### config.mk
export PLATFORM = sky130hd
export DESIGN_NAME = ppmf_top
export DESIGN_NICKNAME = d
export VERILOG_FILES = /design/src/logic/ppmf_top.v
export VERILOG_INCLUDE_DIRS = /design/src /design/src/logic
export SDC_FILE = /design/constraint.sdc
export NUM_CORES = 1
export LEC_CHECK = 0
export BUFFER_PORTS_ARGS = -buffer_cell sky130_fd_sc_hd__buf_2
export CAP_MARGIN = 10
export CORE_ASPECT_RATIO = 1.4
export CORE_MARGIN = 2
export CORE_UTILIZATION = 40
export DETAILED_ROUTE_END_ITERATION = 7
export PLACE_DENSITY = 0.67
export SLEW_MARGIN = 20
export SYNTH_ARGS = -nofsm -noshare
export SYNTH_HDL_FRONTEND = slang
export SYNTH_SLANG_ARGS = --single-unit
### constraint.sdc
create_clock -name mclk_in -period 4.2 [get_ports mclk_in]
set_input_delay 0.84 -clock mclk_in [delete_from_list [all_inputs] [get_ports mclk_in]]
set_output_delay 0.84 -clock mclk_in [all_outputs]
set_load 0.005 [all_outputs]
### src/logic/ppmf_defs.vh
`ifndef PPMF_DEFS_VH
`define PPMF_DEFS_VH

// Register byte addresses
`define PPMF_ADR_PORT_DATA      32'hFFFFF00C
`define PPMF_ADR_PORT_DIR       32'hFFFFF02C
`define PPMF_ADR_HOLD_WAIT_MODE 32'hFFFFF04C
`define PPMF_ADR_TA_FILT_SEL    32'h0FFFF5F8
`define PPMF_ADR_TC_FILT_SEL    32'hFFFFF698
`define PPMF_ADR_TIMER_PIN_MODE 32'hFFFFF6A0
`define PPMF_ADR_BIT_OP         32'hFFFFF6A4

// Reset values
`define PPMF_RST_MODE_SINGLE0   4'h0
`define PPMF_RST_MODE_EXPANDED  4'hF
`define PPMF_RST_PORT_DIR       5'h1F
`define PPMF_RST_FILT_SEL       2'h0

// Hold/wait mode control bit positions
`define PPMF_BIT_WAIT_SEL       0
`define PPMF_BIT_SYSTEM_CLOCK_OUTPUT_SEL     1
`define PPMF_BIT_HOLD_ACK_SEL   2
`define PPMF_BIT_HOLD_REQ_SEL   3

// Bit operation register fields
`define PPMF_BITOP_OP_LSB       8
`define PPMF_BITOP_TARGET_BIT   12
`define PPMF_OP_SET             2'h1
`define PPMF_OP_CLEAR           2'h2
`define PPMF_OP_INVERT          2'h3

// Filter acceptance count in sampling clocks
`define PPMF_FILT_SAMPLES       3'h4

`endif

### src/logic/ppmf_top.v
// Register access over Wishbone was chosen for this implementation.
`timescale 1ns/10ps
`include "ppmf_defs.vh"

module ppmf_top
(
  // Clock and reset
  input  wire        mclk_in,
  input  wire        srst_in,
  input  wire        expanded_mode_strap_in,

  // Wishbone slave
  input  wire        wb_cyc_in,
  input  wire        wb_stb_in,
  input  wire        wb_we_in,
  input  wire [31:0] wb_adr_in,
  input  wire [3:0]  wb_sel_in,
  input  wire [31:0] wb_dat_in,
  output reg  [31:0] wb_dat_out,
  output reg         wb_ack_out,

  // Port pins
  input  wire [4:0]  port_pin_in,
  output reg  [4:0]  port_pin_out,
  output reg  [4:0]  port_pin_oe_out,

  // Bus control alternate functions
  input  wire        bus_hold_acknowledge_in,
  output reg         wait_request_out,
  output reg         bus_hold_request_out,

  // Interrupt pins, analog filtered in the pad
  input  wire [7:0]  external_interrupt_input_in,
  input  wire [7:0]  interrupt_ctrl_mode_in,
  output wire [7:0]  external_interrupt_out,

  // Timer inputs and prescaler ticks
  input  wire        timer_ab_prescaler_clock_in,
  input  wire        timer_c_prescaler_clock_in,
  input  wire [2:0]  timer_a_pin_in,
  input  wire [1:0]  timer_c_pin_in,
  output reg  [2:0]  timer_a_filtered_out,
  output reg  [1:0]  timer_c_filtered_out
);

  // Register state
  reg  [4:0]  port_data_reg;
  reg  [4:0]  port_data_next;
  reg  [4:0]  port_dir_reg;
  reg  [3:0]  hold_wait_mode_reg;
  reg  [1:0]  ta_filt_sel_reg;
  reg  [1:0]  ta_filt_sel_next;
  reg  [3:0]  tc_filt_sel_reg;
  reg  [4:0]  timer_pin_mode_reg;

  // Clock out divider and prescaler phase counters
  reg         clk_div_reg;
  reg  [2:0]  ta_presc_cnt_reg;
  reg  [7:0]  tc_presc_cnt_reg;

  // Filter state, one counter per channel
  reg  [4:0]  filt_level_reg;
  reg  [2:0]  filt_cnt_reg [0:4];
  reg  [4:0]  filt_accept;

  // Combinational helpers
  reg  [4:0]  alt_out;
  reg  [4:0]  port_readback;
  reg  [4:0]  ta_op_val;
  reg  [4:0]  samp_tick;
  reg  [4:0]  raw_in;
  reg  [31:0] rd_data;

  // Bus decode
  wire        bus_req;
  wire        wr_req;
  wire        wr_port_data;
  wire        wr_port_dir;
  wire        wr_hold_wait_mode;
  wire        wr_ta_filt_sel;
  wire        wr_tc_filt_sel;
  wire        wr_timer_pin_mode;
  wire        wr_bit_op;
  wire [1:0]  bit_op;
  integer     k;
  integer     m;

  // True on a prescaler tick when the low n bits of the count are all ones
  function div_tick;
    input       presc;
    input [7:0] cnt;
    input [3:0] n;
    reg   [7:0] mask;
    begin
      mask = (8'h01 << n) - 8'h01;
      div_tick = presc & ((cnt & mask) == mask);
    end
  endfunction

  // Applies a set, clear or invert op to a value under a mask
  function [4:0] apply_op;
    input [4:0] val;
    input [4:0] mask;
    input [1:0] op;
    begin
      case (op)
        `PPMF_OP_SET:    apply_op = val | mask;
        `PPMF_OP_CLEAR:  apply_op = val & ~mask;
        `PPMF_OP_INVERT: apply_op = val ^ mask;
        default:         apply_op = val;
      endcase
    end
  endfunction

  // A write lands at the edge where the master sees ack, never earlier
  assign bus_req           = wb_cyc_in & wb_stb_in & ~wb_ack_out;
  assign wr_req            = wb_cyc_in & wb_stb_in & wb_ack_out & wb_we_in & wb_sel_in[0];
  assign wr_port_data      = wr_req & (wb_adr_in == `PPMF_ADR_PORT_DATA);
  assign wr_port_dir       = wr_req & (wb_adr_in == `PPMF_ADR_PORT_DIR);
  assign wr_hold_wait_mode = wr_req & (wb_adr_in == `PPMF_ADR_HOLD_WAIT_MODE);
  assign wr_ta_filt_sel    = wr_req & (wb_adr_in == `PPMF_ADR_TA_FILT_SEL);
  assign wr_tc_filt_sel    = wr_req & (wb_adr_in == `PPMF_ADR_TC_FILT_SEL);
  assign wr_timer_pin_mode = wr_req & (wb_adr_in == `PPMF_ADR_TIMER_PIN_MODE);
  assign wr_bit_op         = wr_req & (wb_adr_in == `PPMF_ADR_BIT_OP);
  assign bit_op            = wb_dat_in[`PPMF_BITOP_OP_LSB+1:`PPMF_BITOP_OP_LSB];

  // Alternate-function outputs per pin; input-only functions read as zero
  always @*
  begin
    alt_out    = 5'h00;
    alt_out[1] = clk_div_reg;
    alt_out[2] = bus_hold_acknowledge_in;
  end

  // Readback of the port data register; latch unless overridden below
  always @*
  begin
    port_readback = port_data_reg;

    if (port_dir_reg[0])
      port_readback[0] = port_pin_in[0];
    else if (hold_wait_mode_reg[`PPMF_BIT_WAIT_SEL])
      port_readback[0] = alt_out[0];

    if (port_dir_reg[1])
      port_readback[1] = port_pin_in[1];
    else if (hold_wait_mode_reg[`PPMF_BIT_SYSTEM_CLOCK_OUTPUT_SEL])
      port_readback[1] = alt_out[1];

    if (port_dir_reg[2])
      port_readback[2] = port_pin_in[2];
    else if (hold_wait_mode_reg[`PPMF_BIT_HOLD_ACK_SEL])
      port_readback[2] = alt_out[2];

    if (port_dir_reg[3])
      port_readback[3] = port_pin_in[3];
    else if (hold_wait_mode_reg[`PPMF_BIT_HOLD_REQ_SEL])
      port_readback[3] = alt_out[3];

    // Pin 4 has no control mode
    if (port_dir_reg[4])
      port_readback[4] = port_pin_in[4];
  end

  // Latch and select updates, plain writes and bit ops
  always @*
  begin
    port_data_next   = port_data_reg;
    ta_filt_sel_next = ta_filt_sel_reg;
    ta_op_val        = apply_op({3'h0, ta_filt_sel_reg}, wb_dat_in[4:0], bit_op);
    if (wr_port_data)
      port_data_next = wb_dat_in[4:0];
    else if (wr_ta_filt_sel)
      ta_filt_sel_next = wb_dat_in[1:0];
    else if (wr_bit_op)
    begin
      // Whole port is rewritten, so input bits take the pin level
      if (wb_dat_in[`PPMF_BITOP_TARGET_BIT])
        ta_filt_sel_next = ta_op_val[1:0];
      else
        port_data_next = apply_op(port_readback, wb_dat_in[4:0], bit_op);
    end
  end

  // Register read mux; unmapped reads return zero
  always @*
  begin
    case (wb_adr_in)
      `PPMF_ADR_PORT_DATA:      rd_data = {27'h0, port_readback};
      `PPMF_ADR_PORT_DIR:       rd_data = {27'h0, port_dir_reg};
      // Upper mode bits are not stored, so they read zero
      `PPMF_ADR_HOLD_WAIT_MODE: rd_data = {28'h0, hold_wait_mode_reg};
      `PPMF_ADR_TA_FILT_SEL:    rd_data = {30'h0, ta_filt_sel_reg};
      `PPMF_ADR_TC_FILT_SEL:    rd_data = {28'h0, tc_filt_sel_reg};
      `PPMF_ADR_TIMER_PIN_MODE: rd_data = {27'h0, timer_pin_mode_reg};
      default:                  rd_data = 32'h00000000;
    endcase
  end

  // Register file and bus answer, one cycle after the request
  always @(posedge mclk_in)
  begin
    if (srst_in)
    begin
      wb_ack_out         <= 1'b0;
      wb_dat_out         <= 32'h00000000;
      port_data_reg      <= 5'h00;
      port_dir_reg       <= `PPMF_RST_PORT_DIR;
      ta_filt_sel_reg    <= `PPMF_RST_FILT_SEL;
      tc_filt_sel_reg    <= 4'h0;
      timer_pin_mode_reg <= 5'h00;
      // Strap sampled while reset is held, clocked like all else
      if (expanded_mode_strap_in)
        hold_wait_mode_reg <= `PPMF_RST_MODE_EXPANDED;
      else
        hold_wait_mode_reg <= `PPMF_RST_MODE_SINGLE0;
    end
    else
    begin
      wb_ack_out      <= bus_req;
      wb_dat_out      <= rd_data;

      port_data_reg   <= port_data_next;
      ta_filt_sel_reg <= ta_filt_sel_next;
      if (wr_port_dir)
        port_dir_reg <= wb_dat_in[4:0];
      if (wr_hold_wait_mode)
        hold_wait_mode_reg <= wb_dat_in[3:0];
      if (wr_tc_filt_sel)
        tc_filt_sel_reg <= wb_dat_in[3:0];
      if (wr_timer_pin_mode)
        timer_pin_mode_reg <= wb_dat_in[4:0];
    end
  end

  // Pin drive and alternate functions
  always @(posedge mclk_in)
  begin
    if (srst_in)
    begin
      clk_div_reg          <= 1'b0;
      port_pin_out         <= 5'h00;
      port_pin_oe_out      <= 5'h00;
      wait_request_out     <= 1'b0;
      bus_hold_request_out <= 1'b0;
    end
    else
    begin
      // Clock out runs at half rate so it can come from a flop
      clk_div_reg <= ~clk_div_reg;

      // Port mode pins show the latch value loaded at this same edge
      port_pin_out[0] <= hold_wait_mode_reg[`PPMF_BIT_WAIT_SEL] ? 1'b0 : port_data_next[0];
      port_pin_out[1] <= hold_wait_mode_reg[`PPMF_BIT_SYSTEM_CLOCK_OUTPUT_SEL] ? ~clk_div_reg
                                                                   : port_data_next[1];
      port_pin_out[2] <= hold_wait_mode_reg[`PPMF_BIT_HOLD_ACK_SEL] ? bus_hold_acknowledge_in
                                                                     : port_data_next[2];
      port_pin_out[3] <= hold_wait_mode_reg[`PPMF_BIT_HOLD_REQ_SEL] ? 1'b0 : port_data_next[3];
      port_pin_out[4] <= port_data_next[4];

      // Control-mode input pins never drive
      port_pin_oe_out[0] <= ~port_dir_reg[0] & ~hold_wait_mode_reg[`PPMF_BIT_WAIT_SEL];
      port_pin_oe_out[1] <= ~port_dir_reg[1];
      port_pin_oe_out[2] <= ~port_dir_reg[2];
      port_pin_oe_out[3] <= ~port_dir_reg[3] & ~hold_wait_mode_reg[`PPMF_BIT_HOLD_REQ_SEL];
      port_pin_oe_out[4] <= ~port_dir_reg[4];
      wait_request_out     <= hold_wait_mode_reg[`PPMF_BIT_WAIT_SEL] & port_pin_in[0];
      bus_hold_request_out <= hold_wait_mode_reg[`PPMF_BIT_HOLD_REQ_SEL] & port_pin_in[3];
    end
  end

  // Interrupt inputs bypass the clock; the delay lives in the pad
  assign external_interrupt_out = external_interrupt_input_in & interrupt_ctrl_mode_in;

  // Sampling ticks; no prescaler tick means no sampling at all
  always @*
  begin
    raw_in = {timer_c_pin_in, timer_a_pin_in};

    case (ta_filt_sel_reg)
      2'h0:    samp_tick[0] = div_tick(timer_ab_prescaler_clock_in, {5'h0, ta_presc_cnt_reg}, 4'h3);
      2'h1:    samp_tick[0] = div_tick(timer_ab_prescaler_clock_in, {5'h0, ta_presc_cnt_reg}, 4'h2);
      2'h2:    samp_tick[0] = div_tick(timer_ab_prescaler_clock_in, {5'h0, ta_presc_cnt_reg}, 4'h1);
      default: samp_tick[0] = timer_ab_prescaler_clock_in;
    endcase
    samp_tick[1] = samp_tick[0];
    samp_tick[2] = samp_tick[0];
    samp_tick[3] = div_tick(timer_c_prescaler_clock_in, tc_presc_cnt_reg,
                            4'h4 - {2'h0, tc_filt_sel_reg[1:0]});
    samp_tick[4] = div_tick(timer_c_prescaler_clock_in, tc_presc_cnt_reg,
                            4'h8 - {2'h0, tc_filt_sel_reg[3:2]});
  end

  // Fourth differing sample in a row accepts the new level
  always @*
  begin
    filt_accept = 5'h00;
    for (m = 0; m < 5; m = m + 1)
    begin
      filt_accept[m] = samp_tick[m] & (raw_in[m] != filt_level_reg[m])
                       & (filt_cnt_reg[m] == `PPMF_FILT_SAMPLES - 3'h1);
    end
  end

  // Timer edge filters
  always @(posedge mclk_in)
  begin
    if (srst_in)
    begin
      ta_presc_cnt_reg     <= 3'h0;
      tc_presc_cnt_reg     <= 8'h00;
      filt_level_reg       <= 5'h00;
      timer_a_filtered_out <= 3'h0;
      timer_c_filtered_out <= 2'h0;
      for (k = 0; k < 5; k = k + 1)
        filt_cnt_reg[k] <= 3'h0;
    end
    else
    begin
      if (timer_ab_prescaler_clock_in)
        ta_presc_cnt_reg <= ta_presc_cnt_reg + 3'h1;
      if (timer_c_prescaler_clock_in)
        tc_presc_cnt_reg <= tc_presc_cnt_reg + 8'h01;

      for (k = 0; k < 5; k = k + 1)
      begin
        if (!timer_pin_mode_reg[k])
        begin
          // Port mode: filter idle, output held low
          filt_cnt_reg[k]   <= 3'h0;
          filt_level_reg[k] <= 1'b0;
        end
        else if (samp_tick[k])
        begin
          if (raw_in[k] == filt_level_reg[k])
            filt_cnt_reg[k] <= 3'h0;
          else if (filt_accept[k])
          begin
            filt_cnt_reg[k]   <= 3'h0;
            filt_level_reg[k] <= raw_in[k];
          end
          else
            filt_cnt_reg[k] <= filt_cnt_reg[k] + 3'h1;
        end
      end

      timer_a_filtered_out <= filt_level_reg[2:0];
      timer_c_filtered_out <= filt_level_reg[4:3];
    end
  end

endmodule

==> impl_metrics.prom, run 1 <==
# TYPE chip_impl_metric gauge
chip_impl_info{name="path_cells",value="buf_2, or4b_1, or4_4, nor4_4, mux2i_1, o221ai_1"} 1
chip_impl_metric{name="async_reset_ff_share",unit="%"} 0
chip_impl_metric{name="grt_use_total",unit="%"} 18.88
chip_impl_metric{name="power.density_cell_area",unit="nW/µm²"} 316.3
chip_impl_metric{name="dieArea",unit="µm²"} 12120
chip_impl_metric{name="numClockSinks",unit=""} 79
chip_impl_metric{name="timing.final.setup_violations",unit=""} 0
chip_impl_metric{name="ctsHoldBuffers",unit=""} 0
chip_impl_metric{name="route.detailed.drc",unit=""} 0
chip_impl_metric{name="wirelength",unit="mm"} 11.17
chip_impl_metric{name="placeableCoreArea",unit="µm²"} 10920
chip_impl_metric{name="wl_per_cell",unit="µm"} 15.02
chip_impl_metric{name="worst-path-max-fanout",unit=""} 16
chip_impl_info{name="worstSetupStartpointType",value="primary input"} 1
chip_impl_metric{name="die-height",unit="µm"} 129.5
chip_impl_metric{name="clock_skew",unit="ns"} 0.004734
chip_impl_metric{name="multi_input_area",unit="µm²"} 2427
chip_impl_metric{name="dp.final_hpwl",unit="mm"} 8.679
chip_impl_info{name="timing_worst_setup_path_type",value="primary input to flop"} 1
chip_impl_metric{name="cts_max_path_buffers",unit=""} 2
chip_impl_info{name="timing.hold.worst.class",value="flop to flop"} 1
chip_impl_metric{name="antenna_found_initial",unit=""} 0
chip_impl_metric{name="syn_to_final_growth",unit="%"} 19.61
chip_impl_metric{name="fillers",unit=""} 1055
chip_impl_metric{name="gp_congestion",unit=""} 0.9055
chip_impl_metric{name="max_freq",unit="GHz"} 0.3475
chip_impl_metric{name="synthesis.yosys.warnings",unit=""} 0
chip_impl_metric{name="layout-drive-gt1-share",unit="%"} 24.21
chip_impl_metric{name="cts_setup_buffers",unit=""} 0
chip_impl_info{name="run_status",value="finished, final reports clean"} 1
chip_impl_metric{name="rows",unit=""} 45
chip_impl_metric{name="grt_pass1_vias",unit=""} 3790
chip_impl_metric{name="final_net_count",unit=""} 736
chip_impl_metric{name="clk_pin_slew_worst_paths",unit="ns"} 0.06
chip_impl_metric{name="starting_density",unit="%"} 41.19
chip_impl_metric{name="p_leak",unit="µW"} 0.002401
chip_impl_metric{name="boundaryPins",unit=""} 161
chip_impl_metric{name="post-layout-total-power",unit="µW"} 1702
chip_impl_metric{name="routed_via_density",unit=""} 5.277
chip_impl_info{name="cp-end-kind",value="flop"} 1
chip_impl_metric{name="synthesis.area",unit="µm²"} 4499
chip_impl_metric{name="synth_seq_cells",unit=""} 79
chip_impl_metric{name="maxCapViolCount",unit=""} 0
chip_impl_metric{name="port_buffers",unit=""} 106
chip_impl_metric{name="period_needed",unit="ns"} 2.878
chip_impl_info{name="synth-main-ff-cell",value="sky130_fd_sc_hd__dfxtp_1"} 1
chip_impl_info{name="critical_path.slowest_cell",value="sky130_fd_sc_hd__nor4_4"} 1
chip_impl_metric{name="cts_buffers",unit=""} 9
chip_impl_metric{name="synth.distinct_cells",unit=""} 55
chip_impl_metric{name="synth_seq_area_share",unit="%"} 39.38
chip_impl_metric{name="cts_repair_resize_count",unit=""} 0
chip_impl_metric{name="largest_reg_flops",unit=""} 15
chip_impl_metric{name="synth_edf_count",unit=""} 19
chip_impl_info{name="most_common_library_cell_in_the_layout_ignoring_fill_and_taps",value="sky130_fd_sc_hd__buf_2"} 1
chip_impl_metric{name="timing.final.crit_share",unit="%"} 68.51
chip_impl_metric{name="final-hold-violation-count",unit=""} 0
chip_impl_metric{name="grt_max_degree",unit=""} 46
chip_impl_metric{name="drv_slew",unit=""} 0
chip_impl_metric{name="ir_worst_vdd",unit="µV"} 152.9
chip_impl_info{name="cts_tree",value="done"} 1
chip_impl_info{name="layout_common_cells",value="sky130_fd_sc_hd__buf_2, sky130_fd_sc_hd__dfxtp_1, sky130_fd_sc_hd__nor2_1"} 1
chip_impl_metric{name="max_stage_delay",unit="ns"} 0.62
chip_impl_metric{name="worstPathRequired",unit="ns"} 4.40
chip_impl_metric{name="antenna_violation_net_count_after_detailed_routing",unit=""} 0
chip_impl_metric{name="grt_pass1_wl",unit="mm"} 17.81
chip_impl_metric{name="clkLatencyLatePin",unit="ns"} 0.34
chip_impl_info{name="rsz_0062_raised_after_global_routing",value="no"} 1
chip_impl_metric{name="fin_setup_tns",unit="ns"} 0
chip_impl_metric{name="tightestPinTransition",unit="ns"} 1.063
chip_impl_metric{name="global_route.overflow_total",unit=""} 0
chip_impl_metric{name="insertedDiodeCount",unit=""} 0
chip_impl_metric{name="initialDrtViolationCount",unit=""} 209
chip_impl_metric{name="num_vias",unit=""} 3926
chip_impl_metric{name="die-width",unit="µm"} 93.64
chip_impl_metric{name="firstDrtPassIters",unit=""} 5
chip_impl_metric{name="synthCells",unit=""} 491
chip_impl_info{name="clockRootBuffer",value="sky130_fd_sc_hd__clkbuf_16"} 1
chip_impl_metric{name="worst_ep_arrival_time",unit="ns"} 3.08
chip_impl_metric{name="slew-limit-headroom",unit="%"} 28.22
chip_impl_metric{name="layout.area.seq",unit="µm²"} 1772
chip_impl_metric{name="ctsHtreeMaxLevel",unit=""} 3
chip_impl_metric{name="mean_cell_area_of_the_mapped_netlist",unit="µm²"} 9.164
worst max-delay path, delay by kind of cell:
family / cells / cell delay, ns
compound gates: 1 / 0.14
buf+inv: 1 / 0.20
mux: 1 / 0.31
simple gates: 3 / 1.57
metal layers:
metal	up-vias	global-route usage, %	wire (µm)
met4	0	8.355	306
met3	17	4.012	698
li1	1926	-	-
met2	162	34.57	5872
met5	-	0	0
met1	1821	20.82	4294
path summary, 6_finish.rpt:
kind                            from                 end  slack, ns  cells past startpoint
hold / removal           clk_div_reg         clk_div_reg       0.44                      1
setup / recovery        wb_adr_in[6]     port_pin_out[2]       1.32                      6
setup reg to reg  ta_filt_sel_reg[0]  filt_cnt_reg[0][2]       1.83                      6
hold reg to reg          clk_div_reg         clk_div_reg       0.44                      1
logic make-up after synthesis:
kind of cell / after synthesis / share of synthesized area, %
compound gates: 76 / 11.43
buf+inv: 78 / 8.843
other cells: 1 / 0.08335
xor+xnor: 13 / 2.531
fa+ha+maj: 35 / 9.733
simple gates: 183 / 22.16
mux: 26 / 5.840
flops: 79 / 39.38
synthesized netlist by cell type, drive strengths merged (5+ instances only):
cell type  number  area share (%)
nand4          15             2.1
nor3            8            0.89
and3            5            0.70
dfxtp          60              27
buf            30             4.8
clkbuf         14             1.2
o211ai          6             1.0
and2            9             1.3
a21oi          17             1.9
nor4           10             2.1
o21ai          20             2.2
a222oi          8             1.8
mux2i          24             5.3
nor2           51             4.3
nor2b           6            0.83
inv            33             2.8
nand2          35             2.9
a22oi           9             1.5
or4b            5             1.2
nand3          14             1.6
or2             5            0.70
ha             35             9.7
xor2            6             1.2
xnor2           7             1.4
or4             8             1.5
edfxtp         19              13
where the power goes:
part,internal [µW],switching [µW],total [µW]
registers,787,11.2,799
clock network,451,298,749
logic,68.8,86.3,155
total,1310,395,1700
through the flow:
step                      instance area [µm²]  std cells  setup slack (ns)  hold WS [ns]  utilization, %
after CTS                                5381        744             1.367        0.4448           49.27
final                                    5381        744             1.322        0.4418           49.27
after detailed placement                 5094        728             1.018        0.4362           46.63
after global placement                   5094        728            0.9906        0.4055           46.63
after global routing                     5381        744             1.264        0.4774           49.27
after floorplan                          4597        517             1.345        0.3983               -
final cells by class:
type / instances / share of cell area, %
multi-input cells: 360 / 45.11
clock inverters: 3 / 0.3023
inverters: 34 / 2.372
repair buffers: 114 / 10.97
clock buffers: 13 / 5.045
flip-flops and latches: 79 / 32.92
well taps: 141 / 3.278
Note: power is estimated with default switching activity, not from simulation.
==> inputs of run 2 (changes only) <==
clock period = 2.8 ns   (was 4.2 ns; I/O delays follow)
==> impl_metrics.prom, run 2 (synthesis results as in run 1) <==
# TYPE chip_impl_metric gauge
chip_impl_metric{name="gp_congestion",unit=""} 0.8511
chip_impl_metric{name="power.density_cell_area",unit="nW/µm²"} 471.7
chip_impl_info{name="worstHoldEndpoint",value="clk_div_reg"} 1
chip_impl_metric{name="timing.final.crit_share",unit="%"} 84.67
chip_impl_metric{name="grt_pass1_vias",unit=""} 3770
chip_impl_info{name="dr.max_layer_used",value="met4"} 1
chip_impl_metric{name="seq_power_share",unit="%"} 46.6
chip_impl_metric{name="finalCoreUtilization",unit="%"} 49.97
chip_impl_metric{name="starting_density",unit="%"} 41.19
chip_impl_metric{name="num_vias",unit=""} 3962
chip_impl_metric{name="slew-limit-headroom",unit="%"} 22.36
chip_impl_metric{name="rows",unit=""} 45
chip_impl_metric{name="routed_via_density",unit=""} 5.262
chip_impl_metric{name="syn_to_final_growth",unit="%"} 21.30
chip_impl_metric{name="met2_wirelength",unit="mm"} 5.759
chip_impl_metric{name="layout-drive-gt1-share",unit="%"} 25.49
chip_impl_info{name="min-delay-start",value="clk_div_reg"} 1
chip_impl_metric{name="power.net_switching",unit="µW"} 591.6
chip_impl_metric{name="clkLatencyLatePin",unit="ns"} 0.34
chip_impl_metric{name="max_stage_delay",unit="ns"} 0.52
chip_impl_metric{name="firstDrtPassIters",unit=""} 6
chip_impl_metric{name="pwr-share-clk",unit="%"} 44.3
chip_impl_metric{name="insertedDiodeCount",unit=""} 0
chip_impl_info{name="layout_common_cells",value="sky130_fd_sc_hd__buf_2, sky130_fd_sc_hd__dfxtp_1, sky130_fd_sc_hd__nor2_1"} 1
chip_impl_metric{name="worst-r2r-cell-count",unit=""} 8
chip_impl_metric{name="clock_skew",unit="ns"} 0.006816
chip_impl_metric{name="share_comb_of_total_power",unit="%"} 9.1
chip_impl_metric{name="detailroute.wirelength.met3",unit="µm"} 710
chip_impl_info{name="worstSetupStartpointType",value="primary input"} 1
chip_impl_metric{name="dp.cells",unit=""} 737
chip_impl_info{name="rsz_0062_raised_after_global_routing",value="no"} 1
chip_impl_info{name="clockRootBuffer",value="sky130_fd_sc_hd__clkbuf_16"} 1
chip_impl_metric{name="route.detailed.drc",unit=""} 0
chip_impl_info{name="timing_worst_setup_path_type",value="primary input to flop"} 1
chip_impl_metric{name="period_needed",unit="ns"} 2.371
chip_impl_metric{name="final_net_count",unit=""} 745
chip_impl_metric{name="largest_reg_flops",unit=""} 15
chip_impl_metric{name="dieArea",unit="µm²"} 12120
chip_impl_metric{name="cts_setup_buffers",unit=""} 0
chip_impl_metric{name="worstHoldPathCells",unit=""} 1
chip_impl_info{name="most_common_library_cell_in_the_layout_ignoring_fill_and_taps",value="sky130_fd_sc_hd__buf_2"} 1
chip_impl_metric{name="fillers",unit=""} 1041
chip_impl_info{name="reg2reg_from",value="hold_wait_mode_reg[2]"} 1
chip_impl_metric{name="tightestPinTransition",unit="ns"} 1.150
chip_impl_metric{name="antenna_found_initial",unit=""} 0
chip_impl_metric{name="fin_setup_tns",unit="ns"} 0
chip_impl_metric{name="max_freq",unit="GHz"} 0.4218
chip_impl_metric{name="placeableCoreArea",unit="µm²"} 10920
chip_impl_info{name="critical_path.slowest_cell",value="sky130_fd_sc_hd__or4b_4"} 1
chip_impl_metric{name="grt_max_degree",unit=""} 46
chip_impl_metric{name="worst_ep_arrival_time",unit="ns"} 2.62
chip_impl_metric{name="cts_max_path_buffers",unit=""} 2
chip_impl_metric{name="final_cell_count_no_fill",unit=""} 753
chip_impl_metric{name="cts_buffers",unit=""} 9
chip_impl_metric{name="port_buffers",unit=""} 106
chip_impl_metric{name="wirelength",unit="mm"} 11.26
chip_impl_metric{name="internal_power",unit="µW"} 1983
chip_impl_info{name="cp-end-kind",value="flop"} 1
chip_impl_metric{name="maxCapViolCount",unit=""} 0
chip_impl_metric{name="final-hold-violation-count",unit=""} 0
chip_impl_info{name="reg2reg_to",value="port_pin_out[2]"} 1
chip_impl_metric{name="global_route.overflow_total",unit=""} 0
chip_impl_metric{name="grt_pass1_wl",unit="mm"} 18.26
chip_impl_info{name="cts_tree",value="done"} 1
chip_impl_metric{name="ctsHoldBuffers",unit=""} 0
chip_impl_info{name="timing.hold.worst.class",value="flop to flop"} 1
chip_impl_metric{name="worstPathRequired",unit="ns"} 3.05
chip_impl_metric{name="grt_use_total",unit="%"} 19.39
chip_impl_metric{name="initialDrtViolationCount",unit=""} 240
chip_impl_metric{name="timing.final.setup_violations",unit=""} 0
chip_impl_info{name="run_status",value="finished, final reports clean"} 1
chip_impl_metric{name="ctsHtreeMaxLevel",unit=""} 3
chip_impl_metric{name="worst-path-max-fanout",unit=""} 4
chip_impl_metric{name="detail_route.wirelength.met1",unit="mm"} 4.421
chip_impl_metric{name="ir_worst_vdd",unit="µV"} 243.2
chip_impl_metric{name="cts_repair_resize_count",unit=""} 0
chip_impl_metric{name="dp.final_hpwl",unit="mm"} 8.581
chip_impl_metric{name="die-width",unit="µm"} 93.64
chip_impl_metric{name="die-height",unit="µm"} 129.5
chip_impl_metric{name="rrSetupSlack",unit="ns"} 0.56
chip_impl_metric{name="p_leak",unit="µW"} 0.002451
chip_impl_metric{name="drv_slew",unit=""} 0
chip_impl_metric{name="clk_pin_slew_worst_paths",unit="ns"} 0.06
chip_impl_info{name="path_cells",value="buf_2, or4b_1, or4_4, or4b_4, a21o_1, o31ai_1"} 1
chip_impl_metric{name="numClockSinks",unit=""} 79
chip_impl_metric{name="antenna_violation_net_count_after_detailed_routing",unit=""} 0
chip_impl_metric{name="power.switching_fraction",unit="%"} 22.98
chip_impl_metric{name="boundaryPins",unit=""} 161
chip_impl_metric{name="wl_per_cell",unit="µm"} 14.96
[run 2: cell types whose count changed in the layout (fill, tap and decap cells not counted)]
cell	change
sky130_fd_sc_hd__inv_4	-1
sky130_fd_sc_hd__clkbuf_1	-1
sky130_fd_sc_hd__clkbuf_8	+1
sky130_fd_sc_hd__clkinv_2	+1
sky130_fd_sc_hd__buf_4	+9
[run 2: final cells by class]
type | count | area (µm²) | share of cell area (%)
Tap cell | 141 | 176.4 | 3.232
Timing Repair Buffer | 123 | 658.1 | 12.06
Clock inverter | 3 | 15.01 | 0.2751
Sequential cell | 79 | 1772 | 32.46
Multi-Input combinational cell | 360 | 2427 | 44.48
Inverter | 34 | 127.6 | 2.338
Clock buffer | 13 | 281.5 | 5.158
[run 2: per-stage QoR]
step | hold WS [ns] | setup WS, ns | cell area, µm² | total power (µW)
after detailed placement | 0.4352 | 0.09833 | 5161 | 1456
after global placement | 0.4046 | 0.1255 | 5161 | 1447
after global routing | 0.4725 | 0.2895 | 5458 | 2670
after CTS | 0.4428 | 0.4511 | 5458 | 2594
final | 0.4379 | 0.4291 | 5458 | 2574
after floorplan | 0.3983 | 0.2251 | 4597 | 1369
[run 2: critical path, delay by kind of cell]
family,cells,cell delay [ns]
buffers and inverters,1,0.11
AOI/OAI and AO/OA,2,0.45
and+or+nand+nor,3,1.50
[run 2: worst max-delay path by stage]
stage	start	endpoint	slack (ns)	cells past startpoint
floorplan	wb_adr_in[7]	hold_wait_mode_reg[0]	0.23	5
global placement	wb_adr_in[7]	hold_wait_mode_reg[2]	0.13	7
detailed placement	wb_adr_in[3]	ta_filt_sel_reg[0]	0.1	6
CTS	wb_adr_in[3]	ta_filt_sel_reg[0]	0.45	6
global route	hold_wait_mode_reg[2]	port_pin_out[2]	0.29	8
finish	wb_adr_in[3]	ta_filt_sel_reg[0]	0.43	6
[run 2: power by group through the flow]
| stage | sequential [µW] | clock, µW | combinational (µW) |
|---|---|---|---|
| finish | 1200 | 1140 | 233 |
| global route | 1200 | 1210 | 263 |
| CTS | 1200 | 1160 | 234 |
| detailed placement | 1220 | 0 | 233 |
| global placement | 1220 | 0 | 226 |
| floorplan | 1220 | 0 | 151 |
[run 2: routing by layer]
metal	track usage (%)	vias to the layer above
met5	0	-
li1	-	1941
met1	21.30	1831
met2	35.04	166
met3	4.012	24
met4	9.889	0
==> inputs of run 3 (changes only) <==
clock period = 2.4 ns   (was 2.8 ns; I/O delays follow)
==> impl_metrics.prom, run 3 (synthesis results as in run 1) <==
# TYPE chip_impl_metric gauge
chip_impl_info{name="cts_tree",value="done"} 1
chip_impl_metric{name="final-hold-violation-count",unit=""} 0
chip_impl_metric{name="cts_max_path_buffers",unit=""} 2
chip_impl_info{name="cp-end-kind",value="flop"} 1
chip_impl_metric{name="seq_power_share",unit="%"} 43.6
chip_impl_metric{name="boundaryPins",unit=""} 161
chip_impl_metric{name="power.density_cell_area",unit="nW/µm²"} 568.6
chip_impl_metric{name="slew-limit-headroom",unit="%"} 35.63
chip_impl_info{name="timing_worst_setup_path_type",value="flop to flop"} 1
chip_impl_metric{name="ctsHoldBuffers",unit=""} 0
chip_impl_info{name="run_status",value="finished, final reports clean"} 1
chip_impl_metric{name="placement.cell_area",unit="µm²"} 5306
chip_impl_metric{name="maxCapViolCount",unit=""} 0
chip_impl_metric{name="dieArea",unit="µm²"} 12120
chip_impl_metric{name="grt_max_degree",unit=""} 46
chip_impl_info{name="most_common_library_cell_in_the_layout_ignoring_fill_and_taps",value="sky130_fd_sc_hd__buf_2"} 1
chip_impl_metric{name="wl_per_cell",unit="µm"} 14.80
chip_impl_info{name="layout_common_cells",value="sky130_fd_sc_hd__buf_2, sky130_fd_sc_hd__dfxtp_1, sky130_fd_sc_hd__nor2_1"} 1
chip_impl_metric{name="p_leak",unit="µW"} 0.002561
chip_impl_metric{name="clk_pin_slew_worst_paths",unit="ns"} 0.06
chip_impl_metric{name="worstPathRequired",unit="ns"} 2.60
chip_impl_metric{name="ir_worst_vdd",unit="µV"} 335.2
chip_impl_metric{name="pwr-share-clk",unit="%"} 47.5
chip_impl_metric{name="syn_to_final_growth",unit="%"} 25.42
chip_impl_metric{name="dp.final_hpwl",unit="mm"} 8.869
chip_impl_metric{name="largest_reg_flops",unit=""} 15
chip_impl_metric{name="initialDrtViolationCount",unit=""} 238
chip_impl_metric{name="clkLatencyLatePin",unit="ns"} 0.34
chip_impl_metric{name="final_net_count",unit=""} 762
chip_impl_info{name="timing.hold.worst.class",value="primary input to flop"} 1
chip_impl_metric{name="period_needed",unit="ns"} 2.260
chip_impl_metric{name="placeableCoreArea",unit="µm²"} 10920
chip_impl_metric{name="cts_buffers",unit=""} 9
chip_impl_metric{name="internal_power",unit="µW"} 2521
chip_impl_metric{name="die-width",unit="µm"} 93.64
chip_impl_metric{name="worst-path-max-fanout",unit=""} 5
chip_impl_metric{name="global_route.overflow_total",unit=""} 0
chip_impl_metric{name="numClockSinks",unit=""} 79
chip_impl_metric{name="route.detailed.drc",unit=""} 0
chip_impl_metric{name="share_comb_of_total_power",unit="%"} 8.9
chip_impl_metric{name="antenna_violation_net_count_after_detailed_routing",unit=""} 0
chip_impl_metric{name="firstDrtPassIters",unit=""} 4
chip_impl_metric{name="grt_use_total",unit="%"} 19.25
chip_impl_metric{name="num_vias",unit=""} 4048
chip_impl_metric{name="drv_slew",unit=""} 0
chip_impl_metric{name="gp_congestion",unit=""} 0.8589
chip_impl_metric{name="rows",unit=""} 45
chip_impl_info{name="clockRootBuffer",value="sky130_fd_sc_hd__clkbuf_16"} 1
chip_impl_metric{name="timing.final.setup_violations",unit=""} 0
chip_impl_metric{name="max_freq",unit="GHz"} 0.4425
chip_impl_metric{name="clock_skew",unit="ns"} 0.006917
chip_impl_metric{name="timing.final.crit_share",unit="%"} 94.17
chip_impl_metric{name="starting_density",unit="%"} 41.19
chip_impl_metric{name="design_area",unit="µm²"} 5643
chip_impl_metric{name="worst_ep_arrival_time",unit="ns"} 2.46
chip_impl_metric{name="cts_setup_buffers",unit=""} 0
chip_impl_metric{name="final_critical_path_setup_slack",unit="ns"} 0.1399
chip_impl_metric{name="power.net_switching",unit="µW"} 687.1
chip_impl_metric{name="rrSetupSlack",unit="ns"} 0.14
chip_impl_info{name="rsz_0062_raised_after_global_routing",value="no"} 1
chip_impl_metric{name="post-layout-total-power",unit="µW"} 3208
chip_impl_metric{name="antenna_found_initial",unit=""} 0
chip_impl_metric{name="wirelength",unit="mm"} 11.40
chip_impl_metric{name="tightestPinTransition",unit="ns"} 0.9531
chip_impl_metric{name="die-height",unit="µm"} 129.5
chip_impl_metric{name="routed_via_density",unit=""} 5.257
chip_impl_metric{name="grt_pass1_wl",unit="mm"} 18.30
chip_impl_metric{name="grt_pass1_vias",unit=""} 3944
chip_impl_metric{name="power.switching_fraction",unit="%"} 21.42
chip_impl_metric{name="port_buffers",unit=""} 106
chip_impl_metric{name="placement.setup.worst_slack",unit="ns"} -0.3063
chip_impl_metric{name="layout-drive-gt1-share",unit="%"} 27.19
chip_impl_info{name="worstSetupStartpointType",value="flop"} 1
chip_impl_metric{name="ctsHtreeMaxLevel",unit=""} 3
chip_impl_metric{name="insertedDiodeCount",unit=""} 0
==> run 3: cell count changes in the layout (fill, tap and decap cells not counted) <==
cell / change
sky130_fd_sc_hd__bufinv_16: +3
sky130_fd_sc_hd__nor4_1: -1
sky130_fd_sc_hd__clkinv_1: +1
sky130_fd_sc_hd__nor4_4: +2
sky130_fd_sc_hd__clkbuf_16: -1
sky130_fd_sc_hd__clkbuf_1: +2
sky130_fd_sc_hd__clkinv_2: -3
sky130_fd_sc_hd__clkbuf_8: -2
sky130_fd_sc_hd__nor4_2: -1
sky130_fd_sc_hd__buf_4: +17
==> run 3: worst paths after layout <==
check / from / end / cells after the start
max: hold_wait_mode_reg[2] / port_pin_out[2] / 8
min: wb_stb_in / wb_ack_out / 3
max reg2reg: hold_wait_mode_reg[2] / port_pin_out[2] / 8
min reg2reg: clk_div_reg / clk_div_reg / 1
==> run 3: critical path, cell delays in order, from the launching register on <==
cell and delay (ns):
sky130_fd_sc_hd__edfxtp_1 0.43, sky130_fd_sc_hd__mux2_2 0.36, sky130_fd_sc_hd__mux2i_1 0.26, sky130_fd_sc_hd__inv_1 0.09
sky130_fd_sc_hd__ha_1 0.19, sky130_fd_sc_hd__a222oi_1 0.32, sky130_fd_sc_hd__mux2i_1 0.14, sky130_fd_sc_hd__mux2i_1 0.20
sky130_fd_sc_hd__o221ai_1 0.14
==> run 3: final cells by class <==
cell class                 instances  area [µm²]
fill                            1013        5280
multi-input combinational        360        2451
sequential                        79        1772
timing repair buffer             140       785.8
clock buffer                      12       236.5
tap                              141       176.4
inverter                          34       127.6
clock inverter                     4       93.84
==> run 3: stage by stage <==
stage	std cells	hold slack, ns	setup TNS [ns]	util, %
floorplan	517	0.3983	-0.07951	-
global placement	754	0.4120	-2.855	48.58
detailed placement	754	0.4242	-3.589	48.58
CTS	770	0.3769	0	51.60
global route	770	0.3897	0	51.66
finish	770	0.3862	0	51.66
==> run 3: what timing repair did <==
item,CTS,global route
setup endpoints to repair,0,2
endpoints found under the hold margin,0,0
resized for setup,0,1
==> run 3: power by group through the flow <==
stage	sequential [µW]	clock (µW)	combinational, µW
CTS	1400	1550	286
finish	1400	1520	287
global placement	1420	0	275
floorplan	1420	0	176
global route	1400	1620	318
detailed placement	1430	0	285
==> run 3: per-layer routing <==
metal,vias to the layer above,wire [µm],track usage [%]
met2,144,5792,34.66
met3,28,675,3.895
met1,1904,4469,21.31
met5,-,0,0
li1,1972,-,-
met4,0,459,9.804
